`src/rtl/uart_rx_pkg.sv`:
```
// Package for the receive-side mode and status block of an asynchronous serial port.
// Assumes a classic Wishbone master with 32-bit data and a 100 MHz bus clock.
//
// Contract
// Auto-rate enable measures bit time from the next 0x55 sync character.
// Hardware clears the auto-rate enable when measurement completes.
// Polarity invert set means idle receive line is 0, else 1.
// Fast oversample select gives 4x baud clock, else 16x.
// Format 11 nine bits, 10 odd parity, 01 even parity, 00 eight plain.
// Stop select set means two stop bits, else one; far end must match.
// Receive interrupt at 6+, 4+ or non-empty by threshold code; 11 unused.
// Address detect keeps only ninth-bit-set characters, only in nine-bit format.
// Receiver idle flag reads one when idle, zero while receiving.
// Parity fault flag reads one when current character had parity error.
// Framing fault flag reads one when current character had framing error.
// Overrun flag set on buffer overflow; only software clears it by writing zero.
// Clearing a set overrun flag empties buffer and receive shift register.
// Data available flag reads one while buffer holds an unread character.
// Software avoids register access in the cycle after turning module off.
// Receive buffer holds eight characters.
package uart_rx_pkg;

  // Word byte addresses.
  localparam logic [3:0] MODE_ADDR   = 4'h0;
  localparam logic [3:0] STATUS_ADDR = 4'h4;
  localparam logic [3:0] DATA_ADDR   = 4'h8;
  localparam logic [3:0] DIV_ADDR    = 4'hC;

  // Mode register fields.
  localparam int STOP_BIT    = 0;
  localparam int FMT_LSB     = 1;
  localparam int FAST_BIT    = 3;
  localparam int INV_BIT     = 4;
  localparam int AUTO_BIT    = 5;
  localparam int ON_BIT      = 15;

  // Status register fields.
  localparam int AVAIL_BIT   = 0;
  localparam int OVR_BIT     = 1;
  localparam int FRAME_BIT   = 2;
  localparam int PAR_BIT     = 3;
  localparam int IDLE_BIT    = 4;
  localparam int ADDR_BIT    = 5;
  localparam int THR_LSB     = 6;
  localparam int IEN_BIT     = 8;

  // Reset values.
  localparam logic [31:0] MODE_RST   = 32'h0000_0000;
  localparam logic [15:0] DIV_RST    = 16'h0035;

  // Frame formats.
  localparam logic [1:0] FMT_8N = 2'h0;
  localparam logic [1:0] FMT_8E = 2'h1;
  localparam logic [1:0] FMT_8O = 2'h2;
  localparam logic [1:0] FMT_9N = 2'h3;

  // Threshold codes and fill levels.
  localparam logic [1:0] THR_ANY  = 2'h0;
  localparam logic [1:0] THR_HALF = 2'h1;
  localparam logic [1:0] THR_3Q   = 2'h2;
  localparam int         FILL_HALF = 4;
  localparam int         FILL_3Q   = 6;

  // Oversampling ratios and the sync character.
  localparam int         OVS_FAST = 4;
  localparam int         OVS_STD  = 16;
  localparam logic [7:0] SYNC_CHAR = 8'h55;

  typedef enum logic [2:0] {
    RX_IDLE  = 3'b000,
    RX_START = 3'b001,
    RX_DATA  = 3'b011,
    RX_PAR   = 3'b010,
    RX_STOP  = 3'b110,
    RX_AUTO  = 3'b111
  } rx_state_t;

endpackage : uart_rx_pkg

```
`src/rtl/rx_fifo_if.sv`:
```
// Interface carrying received characters from the receiver core to the buffer.
// Assumes one clock domain shared by both ends.
`timescale 1ns/1ps
interface rx_fifo_if;
  logic       push;
  logic [8:0] data;
  logic       pop;
  logic       flush;
  logic [3:0] count;
  logic [8:0] head;
  logic       full;

  modport core (output push, output data, output pop, output flush, input count, input head, input full);
  modport buf_side (input push, input data, input pop, input flush, output count, output head, output full);
endinterface : rx_fifo_if

```
`src/rtl/rx_char_buffer.sv`:
```
// Eight-deep receive character buffer.
// Assumes push is never issued while full; the core turns that into overrun.
`timescale 1ns/1ps
module rx_char_buffer #(
  parameter int DEPTH = 8
) (
  input  wire logic clk_i,
  input  wire logic rst_i,
  rx_fifo_if.buf_side f
);
  localparam int AW = $clog2(DEPTH);

  initial begin
    if (DEPTH != 8) $error("rx_char_buffer: depth must be 8");
  end

  logic [8:0]    mem [DEPTH];
  logic [AW-1:0] wr_r;
  logic [AW-1:0] rd_r;
  logic [AW:0]   cnt_r;

  assign f.count = cnt_r;
  assign f.head  = mem[rd_r];
  assign f.full  = (cnt_r == (AW+1)'(DEPTH));

  // Flush wins over traffic so a cleared overrun leaves an empty buffer.
  always_ff @(posedge clk_i) begin
    if (rst_i || f.flush) begin
      wr_r  <= '0;
      rd_r  <= '0;
      cnt_r <= '0;
    end else begin
      if (f.push && !f.full) begin
        mem[wr_r] <= f.data;
        wr_r      <= wr_r + AW'(1);
      end
      if (f.pop && cnt_r != '0) begin
        rd_r <= rd_r + AW'(1);
      end
      cnt_r <= cnt_r + (AW+1)'(f.push && !f.full) - (AW+1)'(f.pop && cnt_r != '0);
    end
  end
endmodule : rx_char_buffer

```
`src/rtl/uart_rx_mode_status.sv`:
```
// Receive-side mode and status block of an asynchronous serial port.
// Assumes a classic Wishbone master on clk_i and a raw asynchronous receive pin.
//
// Added by the designer: the Wishbone slave port and the register offsets.
`timescale 1ns/1ps
module uart_rx_mode_status (
  input  wire logic        clk_i,
  input  wire logic        rst_i,
  input  wire logic        wb_cyc_i,
  input  wire logic        wb_stb_i,
  input  wire logic        wb_we_i,
  input  wire logic [3:0]  wb_adr_i,
  input  wire logic [3:0]  wb_sel_i,
  input  wire logic [31:0] wb_dat_i,
  output logic      [31:0] wb_dat_o,
  output logic             wb_ack_o,
  input  wire logic        serial_rx_line_i,
  output logic             irq_o
);
  rx_fifo_if fq ();
  rx_char_buffer #(.DEPTH(8)) u_buf (.clk_i(clk_i), .rst_i(rst_i), .f(fq));

  // Software state.
  logic [31:0] mode_r;
  logic [1:0]  thr_r;
  logic        addr_en_r;
  logic        ien_r;
  logic [15:0] div_r;
  logic        ovr_r;
  logic        parity_fault_flag_r;
  logic        framing_fault_flag_r;
  logic        ack_r;
  logic        par_bad_r;

  wire on_w     = mode_r[uart_rx_pkg::ON_BIT];
  wire auto_w   = mode_r[uart_rx_pkg::AUTO_BIT];
  wire inv_w    = mode_r[uart_rx_pkg::INV_BIT];
  wire fast_w   = mode_r[uart_rx_pkg::FAST_BIT];
  wire two_stop = mode_r[uart_rx_pkg::STOP_BIT];
  wire [1:0] fmt_w = mode_r[uart_rx_pkg::FMT_LSB +: 2];

  // Bus decode.
  wire req_w    = wb_cyc_i && wb_stb_i && !ack_r;
  wire wr_w     = req_w && wb_we_i;
  wire wr_mode  = wr_w && wb_adr_i == uart_rx_pkg::MODE_ADDR;
  wire wr_stat  = wr_w && wb_adr_i == uart_rx_pkg::STATUS_ADDR;
  wire wr_div   = wr_w && wb_adr_i == uart_rx_pkg::DIV_ADDR;
  wire rd_data  = req_w && !wb_we_i && wb_adr_i == uart_rx_pkg::DATA_ADDR;

  // Pin synchroniser: three flops, a change counts when the last two agree.
  logic [2:0] sync_r;
  logic       line_r;
  always_ff @(posedge clk_i) begin
    if (rst_i) begin
      sync_r <= 3'h7;
      line_r <= 1'b1;
    end else begin
      sync_r <= {sync_r[1:0], serial_rx_line_i};
      if (sync_r[2] == sync_r[1]) line_r <= sync_r[1] ^ inv_w;
    end
  end
  // Line is normalised so that idle is one whatever the polarity.

  // Oversample tick from the divider; the ratio picks samples per bit.
  logic [15:0] tick_cnt_r;
  wire         tick_w = (tick_cnt_r == 16'h0000);
  always_ff @(posedge clk_i) begin
    if (rst_i || !on_w) tick_cnt_r <= 16'h0000;
    else if (tick_w)    tick_cnt_r <= div_r;
    else                tick_cnt_r <= tick_cnt_r - 16'h0001;
  end
  wire [4:0] ovs_w = fast_w ? 5'(uart_rx_pkg::OVS_FAST) : 5'(uart_rx_pkg::OVS_STD);

  // Receive state machine.
  uart_rx_pkg::rx_state_t st_r, st_nxt;
  logic [4:0]  os_r;
  logic [3:0]  bit_r;
  logic [8:0]  rx_shift_register_r;
  logic        stop2_r;
  logic [19:0] meas_r;

  wire nine_w    = fmt_w == uart_rx_pkg::FMT_9N;
  wire par_en    = fmt_w == uart_rx_pkg::FMT_8E || fmt_w == uart_rx_pkg::FMT_8O;
  wire [3:0] nbits_w = nine_w ? 4'h9 : 4'h8;
  wire mid_w     = tick_w && os_r == (ovs_w >> 1);
  wire end_w     = tick_w && os_r == ovs_w - 5'h01;
  wire par_calc  = ^rx_shift_register_r[7:0] ^ (fmt_w == uart_rx_pkg::FMT_8O);
  wire ovr_clr   = wr_stat && wb_sel_i[0] && ovr_r && !wb_dat_i[uart_rx_pkg::OVR_BIT];

  // Next-state selection for the receiver.
  always_comb begin
    st_nxt = st_r;
    unique case (st_r)
      uart_rx_pkg::RX_IDLE:  if (!line_r) st_nxt = auto_w ? uart_rx_pkg::RX_AUTO : uart_rx_pkg::RX_START;
      uart_rx_pkg::RX_START: if (mid_w) st_nxt = line_r ? uart_rx_pkg::RX_IDLE : uart_rx_pkg::RX_DATA;
      uart_rx_pkg::RX_DATA:  if (mid_w && bit_r == nbits_w - 4'h1)
                               st_nxt = par_en ? uart_rx_pkg::RX_PAR : uart_rx_pkg::RX_STOP;
      uart_rx_pkg::RX_PAR:   if (mid_w) st_nxt = uart_rx_pkg::RX_STOP;
      uart_rx_pkg::RX_STOP:  if (mid_w && (!two_stop || stop2_r || !line_r)) st_nxt = uart_rx_pkg::RX_IDLE;
      uart_rx_pkg::RX_AUTO:  if (bit_r == 4'h5 && line_r) st_nxt = uart_rx_pkg::RX_IDLE;
      default:               st_nxt = uart_rx_pkg::RX_IDLE;
    endcase
  end

  // Auto-rate: count clocks across start plus seven bits of 0x55 (four falling edges).
  wire meas_done = st_r == uart_rx_pkg::RX_AUTO && bit_r == 4'h5 && line_r;
  wire [19:0] per_bit = meas_r >> 3;
  wire [19:0] per_tick = fast_w ? (per_bit >> 2) : (per_bit >> 4);
  logic prev_line_r;

  // Character completion and its checks.
  wire in_stop   = st_r == uart_rx_pkg::RX_STOP && mid_w;
  wire char_done = in_stop && st_nxt == uart_rx_pkg::RX_IDLE;
  wire frame_bad = in_stop && !line_r;
  wire keep_w    = !(addr_en_r && nine_w) || rx_shift_register_r[8];
  wire push_w    = char_done && keep_w;

  assign fq.push  = push_w && !fq.full;
  assign fq.data  = nine_w ? rx_shift_register_r : {1'b0, rx_shift_register_r[7:0]};
  assign fq.pop   = rd_data;
  assign fq.flush = ovr_clr || !on_w;

  // Receiver datapath; clearing overrun also empties the shift register.
  always_ff @(posedge clk_i) begin
    if (rst_i || !on_w || ovr_clr) begin
      st_r <= uart_rx_pkg::RX_IDLE;
      os_r <= 5'h00;
      bit_r <= 4'h0;
      rx_shift_register_r <= 9'h000;
      stop2_r <= 1'b0;
      meas_r <= 20'h00000;
      prev_line_r <= 1'b1;
    end else begin
      st_r <= st_nxt;
      prev_line_r <= line_r;
      if (st_r == uart_rx_pkg::RX_IDLE) begin
        os_r <= 5'h00;
        bit_r <= 4'h0;
        stop2_r <= 1'b0;
        meas_r <= 20'h00000;
      end else if (st_r == uart_rx_pkg::RX_AUTO) begin
        if (bit_r != 4'h4) meas_r <= meas_r + 20'h00001;
        if (prev_line_r && !line_r) bit_r <= bit_r + 4'h1;
        if (bit_r == 4'h4 && !prev_line_r && line_r) bit_r <= 4'h5;
      end else if (tick_w) begin
        os_r <= end_w ? 5'h00 : os_r + 5'h01;
        if (mid_w && st_r == uart_rx_pkg::RX_DATA) begin
          rx_shift_register_r <= nine_w ? {line_r, rx_shift_register_r[8:1]}
                                        : {1'b0, line_r, rx_shift_register_r[7:1]};
          bit_r <= bit_r + 4'h1;
        end
        if (mid_w && st_r == uart_rx_pkg::RX_STOP) stop2_r <= 1'b1;
      end
    end
  end

  // Registers: per-character error flags follow the last completed character.
  always_ff @(posedge clk_i) begin
    if (rst_i) begin
      mode_r    <= uart_rx_pkg::MODE_RST;
      thr_r     <= uart_rx_pkg::THR_ANY;
      addr_en_r <= 1'b0;
      ien_r     <= 1'b0;
      div_r     <= uart_rx_pkg::DIV_RST;
      ovr_r     <= 1'b0;
      parity_fault_flag_r    <= 1'b0;
      framing_fault_flag_r    <= 1'b0;
    end else begin
      if (wr_mode && wb_sel_i[0]) mode_r[7:0]  <= wb_dat_i[7:0];
      if (wr_mode && wb_sel_i[1]) mode_r[15:8] <= wb_dat_i[15:8];
      if (meas_done) begin
        mode_r[uart_rx_pkg::AUTO_BIT] <= 1'b0;
        div_r <= (per_tick[15:0] == 16'h0000) ? 16'h0000 : per_tick[15:0] - 16'h0001;
      end else if (wr_div) begin
        div_r <= wb_dat_i[15:0];
      end
      if (wr_stat && wb_sel_i[0]) begin
        thr_r     <= wb_dat_i[uart_rx_pkg::THR_LSB +: 2];
        addr_en_r <= wb_dat_i[uart_rx_pkg::ADDR_BIT];
      end
      if (wr_stat && wb_sel_i[1]) ien_r <= wb_dat_i[uart_rx_pkg::IEN_BIT];
      // Overflow sets win over a software clear in the same cycle.
      if (push_w && fq.full)  ovr_r <= 1'b1;
      else if (ovr_clr)       ovr_r <= 1'b0;
      if (char_done || frame_bad) begin
        parity_fault_flag_r <= par_en && par_bad_r;
        framing_fault_flag_r <= frame_bad;
      end
    end
  end

  // Parity bit is sampled separately so the check sees data and parity together.
  always_ff @(posedge clk_i) begin
    if (rst_i || st_r == uart_rx_pkg::RX_IDLE) par_bad_r <= 1'b0;
    else if (st_r == uart_rx_pkg::RX_PAR && mid_w) par_bad_r <= (line_r != par_calc);
  end

  // Threshold compare; code 11 is reserved and treated as non-empty.
  wire irq_lvl = (thr_r == uart_rx_pkg::THR_3Q)   ? (fq.count >= 4'(uart_rx_pkg::FILL_3Q)) :
                 (thr_r == uart_rx_pkg::THR_HALF) ? (fq.count >= 4'(uart_rx_pkg::FILL_HALF)) :
                 (fq.count != 4'h0);
  assign irq_o = ien_r && (irq_lvl || ovr_r);

  wire idle_w = st_r == uart_rx_pkg::RX_IDLE;
  wire avail_w = fq.count != 4'h0;
  wire [31:0] stat_w = {23'h0, ien_r, thr_r, addr_en_r, idle_w, parity_fault_flag_r, framing_fault_flag_r, ovr_r, avail_w};

  // Read data mux; unmapped addresses read zero and still acknowledge.
  wire [31:0] rd_mux = (wb_adr_i == uart_rx_pkg::MODE_ADDR)   ? mode_r :
                       (wb_adr_i == uart_rx_pkg::STATUS_ADDR) ? stat_w :
                       (wb_adr_i == uart_rx_pkg::DATA_ADDR)   ? {23'h0, fq.head} :
                       (wb_adr_i == uart_rx_pkg::DIV_ADDR)    ? {16'h0, div_r} : 32'h0;

  // One-cycle ack, one wait state after the strobe; software keeps R15 spacing itself.
  always_ff @(posedge clk_i) begin
    if (rst_i) begin
      ack_r    <= 1'b0;
      wb_dat_o <= 32'h0;
    end else begin
      ack_r    <= req_w;
      if (req_w) wb_dat_o <= rd_mux;
    end
  end
  assign wb_ack_o = ack_r;
endmodule : uart_rx_mode_status

```
`config.mk`:
```
export PLATFORM = sky130hd
export DESIGN_NAME = uart_rx_mode_status
export DESIGN_NICKNAME = d
export VERILOG_FILES = /design/src/rtl/uart_rx_pkg.sv /design/src/rtl/rx_fifo_if.sv /design/src/rtl/rx_char_buffer.sv /design/src/rtl/uart_rx_mode_status.sv
export SDC_FILE = /design/constraint.sdc
export NUM_CORES = 1
export LEC_CHECK = 0
export BUFFER_PORTS_ARGS = -buffer_cell sky130_fd_sc_hd__buf_2
export CAP_MARGIN = 5
export CORE_MARGIN = 2
export CORE_UTILIZATION = 45
export CTS_CLUSTER_SIZE = 14
export DETAILED_ROUTE_END_ITERATION = 16
export GPL_ROUTABILITY_DRIVEN = 0
export GPL_TIMING_DRIVEN = 0
export SLEW_MARGIN = 20
export SYNTH_ARGS = -nofsm -noshare
export SYNTH_HDL_FRONTEND = slang
export SYNTH_SLANG_ARGS = --single-unit
```
`constraint.sdc`:
```
create_clock -name clk_i -period 4.05 [get_ports clk_i]
set_input_delay 0.405 -clock clk_i [delete_from_list [all_inputs] [get_ports clk_i]]
set_output_delay 0.405 -clock clk_i [all_outputs]
set_load 0.02 [all_outputs]
```
## Word level (Yosys, flattened, before mapping)

Memory sizes are Yosys's and may differ from the RTL's. A register that Yosys moved wholly into a read port is not among the register bits.
Index checks and enable logic that the tools add are counted.

- Bits in registers: 146
- RAM bits: 72
- Bits of input ports: 46
- Output and inout port bits: 34
- Memories: 1

Memory list:

| memory | depth | bits a word | rd ports | clocked after memory_dff | write ports | RTL line | source |
|---|---|---|---|---|---|---|---|
| u_buf.mem | 8 | 9 | 1 | 1 | 1 | rx_char_buffer.sv:17 | `logic [8:0] mem [DEPTH];` |

- Add/sub/neg operators: 11
- Magnitude comparators: 2
- Equality and inequality tests: 23
- Multiplexer cells: 38
- Bitwise gates (word level): 4
- Reduce and logical (&&, ||, !) cells: 75

Operators with widths:

| operator | count |
|---|---|
| two-way mux 16 bit | 8 |
| logical AND 1 bit | 37 |
| logical NOT 16 bit | 2 |
| two-way mux 3 bit | 10 |
| adder 20 x 1 -> 20 bit, second input constant | 1 |
| two-way mux 4 bit | 5 |
| two-way mux 9 bit | 2 |
| one-hot mux 3 bit (6 select lines) | 1 |
| subtractor 15 x 1 -> 16 bit, second input constant | 1 |
| subtractor 16 x 1 -> 16 bit, second input constant | 1 |
| two-way mux 15 bit | 1 |
| == test 4 x 3 -> 1 bit, second input constant | 3 |
| == test 4 bit, second input constant | 3 |
| logical OR 1 bit | 11 |
| two-way mux 5 bit | 2 |
| logical NOT 1 bit | 9 |
| greater-or-equal comparator 4 x 3 -> 1 bit, second input constant | 2 |
| two-way mux 1 bit | 8 |
| nonzero test 2 bit | 4 |
| parity 8 bit | 1 |
| adder 3 x 1 -> 3 bit, second input constant | 2 |
| == test 2 bit, second input constant | 3 |
| == test 3 x 2 -> 1 bit, second input constant | 2 |
| == test 3 bit, second input constant | 2 |
| 25 further kinds | 32 |

## Longest topological paths before layout

- Depth after elaboration: 15
- Mapped depth: 12
- Depth with buffers taken out: 12

## By module

A second synthesis with hierarchy kept.

- Cell total of the unflattened synthesis: 995
- Area total of the unflattened synthesis: 10,232.3 um2

By module, submodules not included:

| module | instances | cells each | area an instance (um2) | seq. area each (um2) |
|---|---|---|---|---|
| uart_rx_mode_status | 1 | 811 | 6,740.2 | 2,402.3 |
| rx_char_buffer | 1 | 184 | 3,492.1 | 2,422.3 |

## Least setup slack after synthesis

OpenSTA, ideal clock, no wires.

- Path kind: register to register
- From: reg mode_r[3]
- To: reg div_r[4]
- Library setup time: 133 ps
- Arrival time: 3,488 ps
- Data required time: 3,917 ps
- Setup slack: 429 ps
- Stages on the path, launching flop included: 13
- Path buffers: 4
- Cells stage by stage: dfxtp_1 buf_2 buf_1 buf_1 clkbuf_1 mux2i_1 ha_1 nor4b_1 o211ai_1 or4_1 nand2_1 o31a_1 o21ai_0

- Word-level cells in the longest chain between the ends: 4

Ends and longest elaborated chain:

| item | RTL line | source |
|---|---|---|
| start: declaration | uart_rx_mode_status.sv:24 | `logic [31:0] mode_r;` |
| start signal: assignment | uart_rx_mode_status.sv:160 | `mode_r <= uart_rx_pkg::MODE_RST;` |
| start signal: assignment | uart_rx_mode_status.sv:169 | `if (wr_mode && wb_sel_i[0]) mode_r[7:0] <= wb_dat_i[7:0];` |
| two-way mux 15 bit * | uart_rx_mode_status.sv:108 | `wire [19:0] per_tick = fast_w ? (per_bit >> 2) : (per_bit >> 4);` |
| subtractor 15 x 1 -> 16 bit or logical NOT 16 bit (tied branches) | uart_rx_mode_status.sv:173 | `div_r <= (per_tick[15:0] == 16'h0000) ? 16'h0000 : per_tick[15:0] - 16'h0001;` |
| two-way mux 16 bit * | uart_rx_mode_status.sv:173 |  |
| two-way mux 16 bit * | uart_rx_mode_status.sv:171 | `if (meas_done) begin` |
| end signal: assignment | uart_rx_mode_status.sv:164 | `div_r <= uart_rx_pkg::DIV_RST;` |
| end signal: assignment | uart_rx_mode_status.sv:173 |  |
| end signal: assignment | uart_rx_mode_status.sv:175 | `div_r <= wb_dat_i[15:0];` |
| end: declaration | uart_rx_mode_status.sv:28 | `logic [15:0] div_r;` |

Every way passes the cells marked *; elsewhere a longest branch is shown, timed or not.
A chain may end at the register's enable or synchronous reset.

## Worst setup path in the final report

- From: reg tick_cnt_r[0]
- To: mem u_buf.mem[5][3], enable pin

- Word-level cells in the longest chain between the ends: 13

Ends and longest elaborated chain:

| item | RTL line | source |
|---|---|---|
| start: declaration | uart_rx_mode_status.sv:65 | `logic [15:0] tick_cnt_r;` |
| start signal: assignment | uart_rx_mode_status.sv:69 | `else if (tick_w) tick_cnt_r <= div_r;` |
| start signal: assignment | uart_rx_mode_status.sv:70 | `else tick_cnt_r <= tick_cnt_r - 16'h0001;` |
| logical NOT 16 bit * | uart_rx_mode_status.sv:66 | `wire tick_w = (tick_cnt_r == 16'h0000);` |
| logical AND 1 bit * | uart_rx_mode_status.sv:85 | `wire mid_w = tick_w && os_r == (ovs_w >> 1);` |
| logical AND 1 bit (on tied branches) | uart_rx_mode_status.sv:99, uart_rx_mode_status.sv:96 |  |
| two-way mux 3 bit (on tied branches) | uart_rx_mode_status.sv:99, uart_rx_mode_status.sv:96 |  |
| one-hot mux 3 bit (6 select lines) | uart_rx_mode_status.sv:93 | `unique case (st_r)` |
| logical NOT 3 bit | uart_rx_mode_status.sv:113 | `wire char_done = in_stop && st_nxt == uart_rx_pkg::RX_IDLE;` |
| logical AND 1 bit * | uart_rx_mode_status.sv:113 |  |
| logical AND 1 bit * | uart_rx_mode_status.sv:116 | `wire push_w = char_done && keep_w;` |
| logical AND 1 bit * | uart_rx_mode_status.sv:118 | `assign fq.push = push_w && !fq.full;` |
| logical AND 1 bit * | rx_char_buffer.sv:33 | `if (f.push && !f.full) begin` |
| two-way mux 1 bit * | rx_char_buffer.sv:33 |  |
| two-way mux 1 bit * | rx_char_buffer.sv:28 | `if (rst_i \|\| f.flush) begin` |
| two-way mux 1 bit (implied by the code) * | rx_char_buffer.sv:34 | `mem[wr_r] <= f.data;` |
| end: declaration | rx_char_buffer.sv:17 |  |

Marked as above.

==> run metrics <==
internal cell power=3402 µW; power density of the placed cells=a little under 400 nW/µm²; proportion of power drawn by the clock network=47.4%; critical path endpoint category=register; Sw Pwr=a little over 900 µW; period utilization=between 90% and 100%; Remaining DRCs=0; remaining global-route overflow=0; deepest clock path buffer count=3; master of the slowest instance on the critical path=sky130_fd_sc_hd__nor2_1; clk_lat worst skew=0.51 ns; leakage power figure=around 0.0042 µW; average instance area after synthesis=9.990 µm²; Net count, final=approximately 1100; total inserted antenna cells=0; effective utilization at floorplan=46.09%; setup TNS=0 ns; TritonCTS clock tree=done; number of cell rows=53; number of H-tree branching levels=1; sequential share of the synthesized area=49.48%; outcome=completed; Total Wirelength=approximately 24 mm; vias per cell=5.438; Mapped Area=9751 µm²; Comb pwr share=3.3%; count of pins on the block boundary=80; P&R area growth vs syn=14.35%; switching power as a share of total power=~21%; number of buffers inserted by post-CTS setup repair=0; Seq pwr share=49.3%; via count=about 7300; synthesized netlist cell count=976; Async S/R FF share, synth=0%; worst path cell trace=inv_1 > ha_1 > or4b_4 > or4_4 > nor4_2 > nand3_2 > or3_4 > nor2_1; Post-Route Hold Slack=0.08701 ns; Max Slew Vio Count=0; number of antenna violations at the first check in global routing=0; layout cell share with drive strength beyond 1=about 14%; primary flip-flop cell chosen by synthesis mapping=sky130_fd_sc_hd__dfxtp_1; CP arrival=approximately 4.0 ns; total power consumption of the routed design=approximately 4300 µW; post-route cell area=11150 µm²; share of the synthesized area in the top cell type=a little over a quarter; CTS clock-pin slew for the worst setup and hold paths=0.06 ns; number of synthesized flops with an enable pin=72; horizontal die dimension=around 150 µm; Die Height=151.2 µm; Total GRT Usage=21.44%; area of the core=21150 µm²; number of setup violations in the final report=0; final period demand of the worst path=between 3 and 4 ns; max_cap viols=0; worst supply voltage drop on vdd=0.2372 mV; category of the critical setup timing path=reg -> reg; Post-Place Cell Area=10400 µm²; dpl ws=-0.4903 ns; Final HPWL DP=17.50 mm; highest clock frequency the design can meet=about 260 MHz; leading cell types by total area after synthesis=sky130_fd_sc_hd__dfxtp_1 (27%), sky130_fd_sc_hd__edfxtp_1 (22%), sky130_fd_sc_hd__mux2i_1 (5.9%), sky130_fd_sc_hd__nor2_1 (5.8%), sky130_fd_sc_hd__mux4_2 (4.2%); via count of the first global-routing pass=6881; largest net degree at the start of global routing=20; library cell with the largest summed area after synthesis=sky130_fd_sc_hd__dfxtp_1; I/O Buffers=between 40 and 50; number of CTS-inserted buffers=23; count of state elements after synthesis=205; antenna-violating nets left=0; clock sink count=205; Worst Tran Pin Value=between 1 and 1.5 ns; CTS Root Buffer Type=sky130_fd_sc_hd__clkbuf_16; final number of hold-violating endpoints=0; worst min-delay path category=in -> reg; first-pass GRT wire length=38.03 mm; Yosys warnings=0; Final WS setup=0.1746 ns; critical path data required time=4.18 ns; kind of start point of the critical path=register; Detailed Routing Iterations Pass 1=5; top fanout value on the critical path=9; Detailed Route Iter0 Violations=approximately 510; largest stage delay on the critical path=a little over 0.8 ns; max-slew headroom at the worst pin=28.58%; filler cell count in the final layout=1956; Worst Skew=0.01541 ns; routed wire length per instance=17.71 µm; Cell variety after synth=between 70 and 80; setup repair after global routing missed its margin=no; area enclosed by the die boundary=roughly 23000 µm²
==> sequential cells by signal, indices dropped and copies added, names as in the netlist, 2 cells and up, named ones only <==
signal / flops
meas_r: 20
div_r: 16
u_buf.mem: 72
u_buf.f.count: 4
rx_shift_register_r: 9
os_r: 5
u_buf.wr_r: 3
mode_r: 16
bit_r: 4
st_r: 3
sync_r: 3
wb_dat_o: 16
thr_r: 2
tick_cnt_r: 16
u_buf.rd_r: 3
==> worst paths after layout <==
kind         slack [ns]  cells after the start                   endpoint                     start
max                0.17                      8  u_buf.mem[5][3]$_DFFE_PP_  tick_cnt_r[0]$_SDFF_PP0_
min                0.09                      2       sync_r[0]$_SDFF_PP1_          serial_rx_line_i
max reg2reg        0.17                      8  u_buf.mem[5][3]$_DFFE_PP_  tick_cnt_r[0]$_SDFF_PP0_
min reg2reg        0.41                      1       sync_r[1]$_SDFF_PP1_      sync_r[0]$_SDFF_PP1_
==> critical path: cells and delay by family (launching register included) <==
family        cells  cell delay, ns
fa+ha+maj         1            0.22
flops             1            0.34
buf+inv           1            0.06
simple gates      6            2.88
==> Yosys cell counts, types with 3 or more instances <==
master,n
sky130_fd_sc_hd__nor2_1,151
sky130_fd_sc_hd__dfxtp_1,133
sky130_fd_sc_hd__edfxtp_1,72
sky130_fd_sc_hd__nand2_1,69
sky130_fd_sc_hd__mux2i_1,57
sky130_fd_sc_hd__a21oi_1,54
sky130_fd_sc_hd__clkbuf_1,51
sky130_fd_sc_hd__nor3_1,37
sky130_fd_sc_hd__xnor2_1,36
sky130_fd_sc_hd__o21ai_0,35
sky130_fd_sc_hd__inv_1,25
sky130_fd_sc_hd__xor2_1,21
sky130_fd_sc_hd__nand3_1,19
sky130_fd_sc_hd__ha_1,18
sky130_fd_sc_hd__mux4_2,18
sky130_fd_sc_hd__a211oi_1,16
sky130_fd_sc_hd__buf_4,16
sky130_fd_sc_hd__nand4_1,12
sky130_fd_sc_hd__nor4_1,9
sky130_fd_sc_hd__a221oi_1,8
sky130_fd_sc_hd__nand3b_1,6
sky130_fd_sc_hd__or3_1,6
sky130_fd_sc_hd__or4_1,6
sky130_fd_sc_hd__buf_2,5
sky130_fd_sc_hd__nor4b_1,5
sky130_fd_sc_hd__or2_2,5
sky130_fd_sc_hd__and2_1,4
sky130_fd_sc_hd__buf_1,4
sky130_fd_sc_hd__nand2b_1,4
sky130_fd_sc_hd__nor2b_1,4
sky130_fd_sc_hd__o211ai_1,4
sky130_fd_sc_hd__or3b_2,4
sky130_fd_sc_hd__and3_1,3
sky130_fd_sc_hd__and3b_1,3
sky130_fd_sc_hd__or3_4,3
==> metal layers <==
metal  vias up  wire length, µm  global-route usage [%]
met4         0              312                   4.486
met1      3489            11550                   32.22
met2       200            10580                   32.83
met5         -                0                       0
met3        29             1482                   3.223
li1       3629                -                       -
==> final cells by class <==
type | instances | area [µm²] | area share, %
inverters | 25 | 93.84 | 0.8417
clock inverters | 12 | 118.9 | 1.066
multi-input cells | 683 | 4537 | 40.69
clock buffers | 29 | 628.1 | 5.634
plain buffers | 77 | 372.9 | 3.344
well taps | 275 | 344.1 | 3.086
repair buffers | 45 | 230.2 | 2.065
flip-flops and latches | 205 | 4825 | 43.27
==> what timing repair did <==
item                                    4_1_cts  5_1_grt
resized for setup                             2        1
endpoints found under the setup margin       15       11
hold buffers                                  0        0
==> layout by cell type, fill, tap and decap left out, types with 25 or more instances in the layout <==
cell and n:
sky130_fd_sc_hd__nor2_1 151, sky130_fd_sc_hd__dfxtp_1 133, sky130_fd_sc_hd__edfxtp_1 72, sky130_fd_sc_hd__nand2_1 69, sky130_fd_sc_hd__mux2i_1 57, sky130_fd_sc_hd__a21oi_1 54, sky130_fd_sc_hd__clkbuf_1 53, sky130_fd_sc_hd__buf_2 49
sky130_fd_sc_hd__xnor2_1 36, sky130_fd_sc_hd__nor3_1 35, sky130_fd_sc_hd__o21ai_0 35, sky130_fd_sc_hd__inv_1 25
==> power groups by stage <==
stage	combinational [µW]	clock (µW)	sequential [µW]
2_1_floorplan	74.0	0	2190
3_3_place_gp	139	0	2180
3_5_place_dp	140	0	2180
4_1_cts	140	2100	2130
5_1_grt	155	2180	2140
6_report	142	2050	2130
==> stage by stage <==
step | cells | util (%)
floorplan | 991 | -
global placement | 1308 | 48.98
detailed placement | 1311 | 49.15
CTS | 1351 | 52.68
global route | 1351 | 52.71
finish | 1351 | 52.71
==> cells by family after synthesis <==
family	after synthesis	synth area share (%)
AND/OR/NAND/NOR	367	18.47
XOR/XNOR	57	5.120
buffers and inverters	103	4.799
multiplexers	76	10.12
AO/OA/AOI/OAI	148	9.458
flip-flops	205	49.48
adder cells (fa/ha/maj)	19	2.515
other	1	0.03846
Power figures use the tool's default switching activity.
